### src/common/adp_pkg.sv
// Shared constants and carrier types of the adaptation data framer.
package adp_pkg;
    // Register byte offsets on the APB bus.
    localparam logic [11:0] CTRL_OFFSET = 12'h000;
    localparam logic [11:0] ADDR_OFFSET = 12'h004;
    localparam logic [11:0] CFG_OFFSET = 12'h008;
    localparam logic [11:0] STAT_OFFSET = 12'h00C;
    // Field positions.
    localparam int JOINED_BIT = 0;
    localparam int NO_ROUTE_BIT = 1;
    localparam int PAN_LSB = 16;
    localparam int HOPS_LSB = 0;
    localparam int SECLVL_LSB = 8;
    localparam int KEYIDX_LSB = 16;
    // Reset values.
    localparam logic [31:0] CTRL_RESET = 32'h00000000;
    localparam logic [31:0] ADDR_RESET = 32'h0000FFFF;
    localparam logic [31:0] CFG_RESET = 32'h00000008;
    // Frame field values.
    localparam logic [1:0] ADDR_MODE_SHORT = 2'h2;
    localparam logic [1:0] MESH_DISPATCH = 2'h2;
    localparam logic [15:0] BCAST_ADDR = 16'hFFFF;
    localparam logic [7:0] TX_OPT_ACK = 8'h01;
    localparam logic [2:0] SEC_NONE = 3'h0;
    localparam logic [10:0] MESH_HDR_LEN = 11'h005;
    localparam logic [10:0] BC_HDR_LEN = 11'h002;
    localparam logic [10:0] FRAG1_LEN = 11'h004;
    localparam logic [10:0] FRAGN_LEN = 11'h005;
    localparam logic [10:0] FRAG_MASK = 11'h7F8;
    localparam logic [10:0] MAC_PAYLOAD_MAX = 11'h05A;
    localparam logic [10:0] MAX_NSDU = 11'h500;
    // Confirm status codes.
    localparam logic [7:0] ST_SUCCESS = 8'h00;
    localparam logic [7:0] ST_INVALID_REQUEST = 8'hA1;
    localparam logic [7:0] ST_ROUTE_ERROR = 8'hA2;
    // Quality of service encodings.
    localparam logic QOS_NORMAL = 1'b0;
    localparam logic QOS_HIGH = 1'b1;

    typedef enum logic [6:0] {
        IDLE = 7'h01,
        ROUTE = 7'h02,
        DISC = 7'h04,
        SECURE = 7'h08,
        MAC = 7'h10,
        WAIT = 7'h20,
        CONFIRM = 7'h40
    } fsm_type;

    typedef struct packed {
        logic valid;
        logic [10:0] length;
        logic [7:0] tag;
        logic discover;
        logic qos;
        logic multicast;
        logic neighbour;
        logic [15:0] dst;
    } send_req_type;

    typedef struct packed {
        logic valid;
        logic [7:0] status;
        logic [7:0] tag;
    } send_cnf_type;

    typedef struct packed {
        logic valid;
        logic [1:0] src_mode;
        logic [1:0] dst_mode;
        logic [15:0] src_pan;
        logic [15:0] dst_pan;
        logic [15:0] src_addr;
        logic [15:0] dst_addr;
        logic [10:0] length;
        logic [7:0] handle;
        logic [7:0] tx_options;
        logic [2:0] sec_level;
        logic [7:0] key_index;
        logic mesh_present;
        logic [7:0] mesh_byte;
        logic [15:0] originator;
        logic [15:0] final_dst;
        logic bc_present;
        logic [7:0] bc_seq;
        logic frag_present;
        logic frag_first;
        logic [10:0] frag_size;
        logic [15:0] frag_tag;
        logic [7:0] frag_offset;
        logic [10:0] data_offset;
        logic [10:0] data_len;
    } mac_req_type;

    typedef struct packed {
        logic valid;
        logic [7:0] status;
    } mac_cnf_type;

    typedef struct packed {
        logic valid;
        logic [15:0] final_dst;
        logic [10:0] length;
        logic [7:0] lqi;
    } rx_frame_type;

    typedef struct packed {
        logic valid;
        logic [10:0] length;
        logic [7:0] lqi;
    } rx_ind_type;
endpackage

### src/rtl/adaptation_data_tx_framer.sv
// Adaptation data framer: send path to the MAC and receive indications.
`timescale 1ns/1ns
module adaptation_data_tx_framer
    import adp_pkg::*;
(
    input wire logic pclk,
    input wire logic presetn,
    input wire logic ce,
    input wire logic psel,
    input wire logic penable,
    input wire logic pwrite,
    input wire logic [11:0] paddr,
    input wire logic [31:0] pwdata,
    input wire logic [3:0] pstrb,
    output logic [31:0] prdata,
    output logic pready,
    output logic pslverr,
    input send_req_type send_req,
    output logic send_ready,
    output send_cnf_type send_cnf,
    output logic route_query,
    output logic [15:0] route_dst,
    input wire logic route_done,
    input wire logic route_found,
    input wire logic [15:0] route_next_hop,
    output logic disc_start,
    input wire logic disc_done,
    output logic sec_start,
    input wire logic sec_done,
    input wire logic sec_fail,
    input wire logic [7:0] sec_code,
    output mac_req_type mac_req,
    input wire logic mac_req_ready,
    input mac_cnf_type mac_cnf,
    input rx_frame_type rx_frame,
    output rx_ind_type rx_ind
);

    typedef struct packed {
        fsm_type fsm;
        logic [31:0] ctrl;
        logic [31:0] addr;
        logic [31:0] cfg;
        logic pready;
        logic pslverr;
        logic [31:0] prdata;
        send_req_type req;
        logic tried;
        logic [15:0] next_hop;
        logic mesh;
        logic [10:0] offset;
        logic [7:0] bseq;
        logic [15:0] ftag;
        logic [7:0] last_status;
        logic send_ready;
        send_cnf_type cnf;
        logic route_query;
        logic disc_start;
        logic sec_start;
        mac_req_type mac;
        rx_ind_type ind;
    } state_type;

    state_type st;
    state_type next_st;

    ////////////////////////////////////////////////////////////////////////
    // Helpers.

    // Byte-lane merge of an APB write into a register.
    function automatic logic [31:0] merge(input logic [31:0] old,
                                          input logic [31:0] wdata,
                                          input logic [3:0] strb);
        logic [31:0] r;
        r = old;
        for (int i = 0; i < 4; i++) begin
            if (strb[i]) begin
                r[8*i +: 8] = wdata[8*i +: 8];
            end
        end
        return r;
    endfunction

    // Confirm carrying a status and the tag it answers.
    function automatic send_cnf_type confirm(input logic [7:0] status,
                                             input logic [7:0] tag);
        send_cnf_type c;
        c.valid = 1'b1;
        c.status = status;
        c.tag = tag;
        return c;
    endfunction

    // One MAC request for the fragment that starts at byte off.
    // Fragment payloads are kept to multiples of eight bytes so the
    // offset field stays exact; the last fragment carries the rest.
    function automatic mac_req_type build(input state_type s,
                                          input logic [10:0] off);
        mac_req_type m;
        logic [10:0] h;
        logic [10:0] chunk;
        logic [10:0] rest;
        m = '0;
        h = 11'h000;
        if (s.mesh) begin
            h = MESH_HDR_LEN;
        end
        if (s.req.multicast) begin
            h = h + BC_HDR_LEN;
        end
        chunk = (MAC_PAYLOAD_MAX - h - FRAGN_LEN) & FRAG_MASK;
        rest = s.req.length - off;
        m.valid = 1'b1;
        m.src_mode = ADDR_MODE_SHORT;
        m.dst_mode = ADDR_MODE_SHORT;
        m.src_pan = s.addr[PAN_LSB +: 16];
        m.dst_pan = s.addr[PAN_LSB +: 16];
        m.src_addr = s.addr[15:0];
        // Multicast goes to everyone, unicast to the chosen next hop.
        m.dst_addr = s.req.multicast ? BCAST_ADDR : s.next_hop;
        m.handle = s.req.tag;
        m.tx_options = TX_OPT_ACK;
        m.sec_level = s.cfg[SECLVL_LSB +: 3];
        if (m.sec_level != SEC_NONE) begin
            m.key_index = s.cfg[KEYIDX_LSB +: 8];
        end
        m.mesh_present = s.mesh;
        m.mesh_byte = {MESH_DISPATCH, 1'b1, 1'b1, s.cfg[HOPS_LSB +: 4]};
        m.originator = s.addr[15:0];
        m.final_dst = s.req.dst;
        m.bc_present = s.req.multicast;
        m.bc_seq = s.bseq;
        m.data_offset = off;
        if (off == 11'h000 && h + s.req.length <= MAC_PAYLOAD_MAX) begin
            m.data_len = s.req.length;
            m.length = h + s.req.length;
        end else begin
            m.frag_present = 1'b1;
            m.frag_first = (off == 11'h000);
            m.frag_size = s.req.length;
            m.frag_tag = s.ftag;
            m.frag_offset = off[10:3];
            m.data_len = (rest < chunk) ? rest : chunk;
            m.length = h + (m.frag_first ? FRAG1_LEN : FRAGN_LEN)
                       + m.data_len;
        end
        return m;
    endfunction

    ////////////////////////////////////////////////////////////////////////
    // Next-state logic.

    // APB slave, receive filter and send sequencer in one pass.
    always_comb begin
        next_st = st;
        next_st.pready = 1'b0;
        next_st.pslverr = 1'b0;
        next_st.route_query = 1'b0;
        next_st.disc_start = 1'b0;
        next_st.sec_start = 1'b0;
        next_st.cnf.valid = 1'b0;
        next_st.ind.valid = 1'b0;

        // Read data is prepared in the setup cycle so pready can come
        // from a flop; this costs exactly one wait-free access cycle.
        if (psel && !penable && !st.pready) begin
            next_st.pready = 1'b1;
            next_st.prdata = 32'h00000000;
            case (paddr)
                CTRL_OFFSET: next_st.prdata = st.ctrl;
                ADDR_OFFSET: next_st.prdata = st.addr;
                CFG_OFFSET: next_st.prdata = st.cfg;
                STAT_OFFSET: next_st.prdata = {st.last_status, st.bseq,
                                               9'h000, st.fsm};
                default: next_st.pslverr = 1'b1;
            endcase
        end
        if (psel && penable && pwrite && st.pready && !st.pslverr) begin
            case (paddr)
                CTRL_OFFSET: next_st.ctrl = merge(st.ctrl, pwdata, pstrb);
                ADDR_OFFSET: next_st.addr = merge(st.addr, pwdata, pstrb);
                CFG_OFFSET: next_st.cfg = merge(st.cfg, pwdata, pstrb);
                default: next_st.ctrl = st.ctrl;
            endcase
        end

        // Only frames whose final destination is this station or the broadcast address go up.
        if (rx_frame.valid && rx_frame.length <= MAX_NSDU &&
            (rx_frame.final_dst == st.addr[15:0] ||
             rx_frame.final_dst == BCAST_ADDR)) begin
            next_st.ind.valid = 1'b1;
            next_st.ind.length = rx_frame.length;
            next_st.ind.lqi = rx_frame.lqi;
        end

        case (st.fsm)
            IDLE: begin
                if (st.send_ready && send_req.valid) begin
                    next_st.req = send_req;
                    next_st.offset = 11'h000;
                    next_st.tried = 1'b0;
                    if (!st.ctrl[JOINED_BIT]) begin
                        next_st.cnf = confirm(ST_INVALID_REQUEST,
                                              send_req.tag);
                        next_st.last_status = ST_INVALID_REQUEST;
                        next_st.fsm = CONFIRM;
                    end else if (send_req.multicast) begin
                        next_st.mesh = 1'b1;
                        next_st.bseq = st.bseq + 8'h01;
                        next_st.sec_start = 1'b1;
                        next_st.fsm = SECURE;
                    end else if (st.ctrl[NO_ROUTE_BIT]) begin
                        next_st.mesh = 1'b0;
                        next_st.next_hop = send_req.dst;
                        next_st.sec_start = 1'b1;
                        next_st.fsm = SECURE;
                    end else begin
                        next_st.route_query = 1'b1;
                        next_st.fsm = ROUTE;
                    end
                end
            end
            ROUTE: begin
                if (route_done) begin
                    if (route_found) begin
                        next_st.next_hop = route_next_hop;
                        next_st.mesh = !st.req.neighbour;
                        next_st.sec_start = 1'b1;
                        next_st.fsm = SECURE;
                    end else if (st.req.discover && !st.tried) begin
                        next_st.tried = 1'b1;
                        next_st.disc_start = 1'b1;
                        next_st.fsm = DISC;
                    end else begin
                        next_st.cnf = confirm(ST_ROUTE_ERROR, st.req.tag);
                        next_st.last_status = ST_ROUTE_ERROR;
                        next_st.fsm = CONFIRM;
                    end
                end
            end
            DISC: begin
                // One discovery per request, then the table is asked again.
                if (disc_done) begin
                    next_st.route_query = 1'b1;
                    next_st.fsm = ROUTE;
                end
            end
            SECURE: begin
                if (sec_done) begin
                    if (sec_fail) begin
                        next_st.cnf = confirm(sec_code, st.req.tag);
                        next_st.last_status = sec_code;
                        next_st.fsm = CONFIRM;
                    end else begin
                        next_st.mac = build(st, 11'h000);
                        next_st.fsm = MAC;
                    end
                end
            end
            MAC: begin
                if (mac_req_ready) begin
                    next_st.mac.valid = 1'b0;
                    next_st.fsm = WAIT;
                end
            end
            WAIT: begin
                if (mac_cnf.valid) begin
                    next_st.offset = st.offset + st.mac.data_len;
                    if (mac_cnf.status == ST_SUCCESS &&
                        next_st.offset < st.req.length) begin
                        next_st.mac = build(st, next_st.offset);
                        next_st.fsm = MAC;
                    end else begin
                        // A MAC status is passed up unchanged.
                        next_st.cnf = confirm(mac_cnf.status,
                                              st.req.tag);
                        next_st.last_status = mac_cnf.status;
                        if (st.mac.frag_present) begin
                            next_st.ftag = st.ftag + 16'h0001;
                        end
                        next_st.fsm = CONFIRM;
                    end
                end
            end
            CONFIRM: begin
                next_st.fsm = IDLE;
            end
            default: begin
                next_st.fsm = IDLE;
            end
        endcase

        // Requests are taken one at a time, so a tag is never shadowed.
        next_st.send_ready = (next_st.fsm == IDLE);
    end

    ////////////////////////////////////////////////////////////////////////
    // State register.

    // The clock enable freezes every flop, bus answers included.
    always_ff @(posedge pclk or negedge presetn) begin
        if (!presetn) begin
            st <= '0;
            st.fsm <= IDLE;
            st.ctrl <= CTRL_RESET;
            st.addr <= ADDR_RESET;
            st.cfg <= CFG_RESET;
        end else if (ce) begin
            st <= next_st;
        end
    end

    // Every output is a field of the state flop.
    assign prdata = st.prdata;
    assign pready = st.pready;
    assign pslverr = st.pslverr;
    assign send_ready = st.send_ready;
    assign send_cnf = st.cnf;
    assign route_query = st.route_query;
    assign route_dst = st.req.dst;
    assign disc_start = st.disc_start;
    assign sec_start = st.sec_start;
    assign mac_req = st.mac;
    assign rx_ind = st.ind;
endmodule

### config.mk
export PLATFORM = sky130hd
export DESIGN_NAME = adaptation_data_tx_framer
export DESIGN_NICKNAME = d
export VERILOG_FILES = /design/src/common/adp_pkg.sv /design/src/rtl/adaptation_data_tx_framer.sv
export SDC_FILE = /design/constraint.sdc
export NUM_CORES = 1
export LEC_CHECK = 0
export BUFFER_PORTS_ARGS = -buffer_cell sky130_fd_sc_hd__buf_2
export CORE_AREA = 5 5 219 221
export DETAILED_ROUTE_END_ITERATION = 10
export DIE_AREA = 0 0 224 226
export GPL_TIMING_DRIVEN = 0
export PLACE_DENSITY = 0.73
export SLEW_MARGIN = 40
export SYNTH_ARGS = -nofsm -noshare
export SYNTH_HDL_FRONTEND = slang
export SYNTH_SLANG_ARGS = --single-unit
### constraint.sdc
create_clock -name pclk -period 13.1 [get_ports pclk]
set_input_delay 0.655 -clock pclk [delete_from_list [all_inputs] [get_ports pclk]]
set_output_delay 0.655 -clock pclk [all_outputs]
set_load 0.01 [all_outputs]
# Word-level counts from Yosys, hierarchy flattened
# Index checks and enable logic that the tools add are counted.
# word_totals
register_bits	493
out_inout_bits	307
elab_cells	269
inputBits	169
# op_classes
bitwise	1
n_lt_le_gt_ge	6
eq_ne	30
reduce_logical	52
n_mux	100
addsub	16
# op_table
cell	count
$mux W216	4
$pmux W215 S2	1
$mux W11	21
$mux W17	11
$pmux W32 S4	1
$mux W37	3
$mux W8	12
$mux W7	11
$pmux W17 S4	1
$add A11 B11 Y11	5
$reduce_and A4 Y1	13
$pmux W7 S6	1
$mux W18	2
$pmux W18 S2	1
$mux W34	1
$ne A2 B2 Y1 const B	17
$lt A11 B11 Y1	3
$mux W16	2
$pmux W8 S4	1
$eq A12 B4 Y1 const B	2
$add A11 B2 Y11 const B	2
$le A11 B7 Y1 const B	2
$pmux W11 S2	1
$sub A11 B3 Y11 const B	2
42 further kinds	85

# Longest topological paths before layout
# depth
word_depth	20
ltp_mapped	26
mapped_depth_nobuf	25

# Worst setup path before layout
# OpenSTA, ideal clock, no wires.
# synth_path
kind	reg2reg
startpoint	reg st, in the netlist mac_req[0]
endpoint	reg st, in the netlist mac_req[141]
synth_period_minus_slack_ns	5.723
path_stages_with_launch	24
t_arrival_ns	5.588
setup_ns	0.136
n_path_buf	1
t_required_ns	12.964
slack_ns	7.377
path_cell_list	dfrtp_1 > ha_1 > fa_1 > a21o_1 > a21oi_1 > xor2_1 > ha_1 > o22a_1 > maj3_2 > o211a_1 > o41a_1 > o22a_1 > or2_1 > buf_6 > or3_1 > ha_1 > inv_1 > fa_1 > a21oi_1 > nor2b_1 > xnor2_1 > mux2_2 > mux2i_1 > o21ai_0
# synth_between
elab_chain_cells	9
word_cells_on_any_way	17
classes_between	4 x add/sub; 2 x order compare; 1 x eq/ne; 6 x mux; 4 x reduce/logical
# synth_lines
element	line	rtl
from (decl)	adaptation_data_tx_framer.sv:64	state_type st;
from (signal assigned)	adaptation_data_tx_framer.sv:309	st <= next_st;
$add A11 B11 Y11 (*)	adaptation_data_tx_framer.sv:268	next_st.offset = st.offset + st.mac.data_len;
$sub A11 B11 Y11 / $logic_not A11 Y1 (equally long branches)	adaptation_data_tx_framer.sv:112, adaptation_data_tx_framer.sv:134, adaptation_data_tx_framer.sv:139	
$lt A11 B11 Y1 / $mux W1 (equally long branches)	adaptation_data_tx_framer.sv:143, adaptation_data_tx_framer.sv:144	
$mux W11 / $add A11 B3 Y11 (equally long branches)	adaptation_data_tx_framer.sv:143, adaptation_data_tx_framer.sv:144	
$add A11 B11 Y11	adaptation_data_tx_framer.sv:145	+ m.data_len;
$mux W11	adaptation_data_tx_framer.sv:134	if (off == 11'h000 && h + s.req.length <= MAC_PAYLOAD_MAX) begin
$mux W216	adaptation_data_tx_framer.sv:269	if (mac_cnf.status == ST_SUCCESS &&
$mux W216	adaptation_data_tx_framer.sv:267	if (mac_cnf.valid) begin
$pmux W215 S2	adaptation_data_tx_framer.sv:196	case (st.fsm)
# Every way passes the cells marked *; elsewhere a longest branch is shown, timed or not. The select of a mux whose other input is x is not followed.
# A chain may end at the register's enable or synchronous reset.

# Worst setup path after layout
# Same ends and word-level chain as after synthesis.

==> results.md <==
* Post-CTS Setup Bufs at 0
* Area grow syn2layout at 22.1%
* Setup TNS at 0 ns
* Crit path cell chain: ha_1, fa_1, a211oi_1, o21a_2, a21oi_4, a21oi_1, o21bai_1, xnor2_1, inv_1, ha_1, o41a_1, o22a_1, or2_1, buf_6, or3_1, ha_1, inv_1, fa_1, a21oi_1, nor2b_1, xnor2_1, mux2_2, mux2i_1, o21ai_0
* Layout cells sized above 1 at 0.395
* Number of synthesized flops with an enable pin at 0
* Vias in the first global route at between 15,000 and 20,000
* Worst Setup End Kind: register
* Finish-stage setup viols at 0
* Maximum root-to-sink buffer count at 3
* Tcrit/Tclk final at 0.502
* First-pass GRT wire length at 107 mm
* Pwr dens at approximately 150 nW/um^2
* Critical path class: reg -> reg
* Synth Area in Simple Gates at 0.126
* Slowest stage cell, crit path: a211oi_1
* CTS Root Buffer Type: clkbuf_16
* Sinks on Clock Net at approximately 450
* Layout Skew at roughly 0.017 ns
* Starting Density at 0.493
* Post-synthesis mux area share at 0.109
* Slew @ Worst Pin at around 0.86 ns
* Adder-Cell Fraction of Synth Area at 0.0265
* Post-Synth XOR/XNOR Area at 0.0290
* FF+latch count, synth at 445
* Die area at between 50,000 and 60,000 um^2
* Final WL at roughly 70 mm
* Final slew viol count at 0
* Total gr overflow at 0
* Synth Area in Compound Gates at 0.0939
* Max_slew headroom at 0.424
* # H-tree levels at 2
* Final WS setup at about 6.5 ns
* Synthesized area at approximately 23,000 um^2
* Register area share after synthesis at 0.493
* CTS tree: built
* Pin count of the biggest net entering global routing at 73
* Peak supply drop at around 0.12 mV
* Synth Warn # at 0
* DR pass1 iterations at 7
* Synth Flop Type: dfrtp_1
* DRT iter0 DRCs at about 1,300
* Largest family of logic cells by synthesized area: simple AND/OR/NAND/NOR gates
* Avg Synthesized Cell Area at roughly 10 um^2
* Residual DRC at 0
* Critical path required time at approximately 14 ns
* TritonCTS buffer count at 47
* Die W at between 200 and 250 um
* DR WL/cell at 21.0 um
* Core area at approximately 46,000 um^2
* Post-synth cell types at 84
* Post-placement setup slack at about 6.6 ns
* Initial antenna violation count at 18
* Status: complete, no violations
* Chip Height at between 200 and 250 um
* Hold WC Path Type: in -> reg
* Fin. Hold Viols at 0
* Via Count at 17,900
* Antenna viol nets, final at 0
* P_leak at 15.0 nW
* Worst setup SP type: register
* Total GRT Usage at 0.273
* Slowest stage delay, CP at between 0.4 and 0.5 ns
* GPL Wtd Cong at 0.896
* Unrepaired setup endpoints after global routing: no
* Async set-reset flop share out of synthesis at 1.00
* Post-synthesis cell count at ~2,200
* MaxCap Viol Count at 0
* IO Count at 476
* FMAX at 0.152 GHz
* Clk pin slew, worst setup/hold paths at around 0.060 ns
* Vias per cell at 5.34
* Post-layout min period at 6.57 ns
* Std-Cell Rows at 79
* Cts hold-fix bufs at 1
* Worst-path fanout max at 9
* Post_cts resized at 0
* Crit-path most repeated cell: ha_1
* Port buffer count at around 460
* Clock Latency Late Sink at about 0.58 ns
* WP data arrival at around 7 ns
* Nets at around 2,900
* Post-DP HPWL at about 55 mm
[state kept, by name, summed over array words and instances (netlist names)]
signal       cells
st             186
rx_ind          20
pready           1
sec_start        1
mac_req        168
send_cnf        17
route_dst       16
pslverr          1
disc_start       1
route_query      1
send_ready       1
prdata          32
[where the power goes]
part / internal (W) / switching [W] / leakage, nW
Clock: 0.000862 / 0.000553 / 0.810
Sequential: 0.00149 / 0.000113 / 6.00
Combinational: 0.000458 / 0.000565 / 8.21
Total: 0.00281 / 0.00123 / 15.0
[logic make-up (layout without fill, tap and decap cells)]
family / Yosys count / in the layout
other: 1 / 22
muxes: 197 / 197
and+or+nand+nor: 666 / 666
xor gates and xnor gates: 70 / 70
buffers and inverters: 433 / 989
AOI/OAI and AO/OA: 315 / 315
DFF: 445 / 445
adders and majority gates: 45 / 45
[synth_stat cells (13+ instances only)]
cell	count	share of area
a21o_1	26	0.0086
a21oi_1	73	0.016
a22o_1	28	0.011
and2_1	13	0.0036
and3_1	25	0.0069
buf_4	301	0.10
clkbuf_1	75	0.012
dfrtp_1	427	0.47
dfstp_2	18	0.021
ha_1	35	0.019
inv_1	33	0.0055
mux2_2	158	0.079
mux2i_1	15	0.0066
mux4_2	23	0.023
nand2_1	395	0.065
nand3_1	26	0.0057
nand4_1	21	0.0058
nor2_1	125	0.021
nor4_1	15	0.0041
o21ai_0	75	0.017
o31ai_1	26	0.0086
xnor2_1	50	0.019
xor2_1	16	0.0062
[per-layer routing]
metal	part of all wire	GRT usage
met5	0.00091	0
met4	0.038	0.105
met3	0.071	0.0602
met2	0.49	0.458
met1	0.40	0.348
[final cells by class]
type | count | area (um^2)
inverters | 33 | 124
diodes | 12 | 30.0
multi-input cells | 1303 | 8750
repair buffers | 470 | 2520
plain buffers | 400 | 2660
clock buffers | 67 | 1360
clock inverters | 19 | 290
well taps | 607 | 759
flip-flops and latches | 445 | 11200
fillers | 3912 | 18300
[path summary, 6_finish.rpt]
path	start	to	slack (ns)	cells after the start
max reg2reg	mac_req[0]	mac_req[141]	6.53	24
min reg2reg	mac_req[77]	mac_req[77]	0.47	2
min in group asynchronous	presetn	mac_req[22]	0.58	2
min	rx_frame[2]	rx_ind[2]	0.31	2
max in group asynchronous	presetn	st[436]	10.88	6
max	mac_req[0]	mac_req[141]	6.53	24
[worst max-delay path: cells and delay by family (launching register included)]
family | cells | cell delay [ns]
buffers and inverters | 3 | 0.36
adders and majority gates | 5 | 1.87
xor gates and xnor gates | 2 | 0.45
DFF | 1 | 0.41
muxes | 2 | 0.38
and+or+nand+nor | 3 | 0.73
AOI/OAI and AO/OA | 9 | 2.21
[cells in the final DEF, fill, tap and decap left out, drive strengths merged, types with 5 or more instances in the layout]
master	count
nor4	15
o21ai	79
and2	13
a21o	26
xnor2	52
mux4	23
a21oi	74
nand4	21
nor2	126
ha	35
nor2b	9
dfrtp	427
nand3	26
mux2	159
dfstp	18
and3	25
o211ai	6
nor3	7
bufinv	7
buf	793
o21a	11
o22ai	5
a22o	28
a222oi	10
nand2	395
clkinv	9
diode	12
o31ai	26
fa	6
nand2b	5
a211oi	5
inv	34
mux2i	15
xor2	16
clkbuf	143
a221oi	6
conb	10
[per-stage QoR]
stage / hold slack [ns] / total power, W / std cells / util / instance area, um^2
after floorplan: 0.359 / 0.00227 / 2181 / - / 22700
after global placement: 0.455 / 0.00260 / 3249 / 0.560 / 25700
after detailed placement: 0.461 / 0.00263 / 3257 / 0.565 / 26000
after CTS: 0.273 / 0.00406 / 3344 / 0.601 / 27600
after global routing: 0.281 / 0.00424 / 3352 / 0.601 / 27600
final: 0.307 / 0.00404 / 3356 / 0.602 / 27700
No activity file was read; power rests on OpenSTA's default activity.
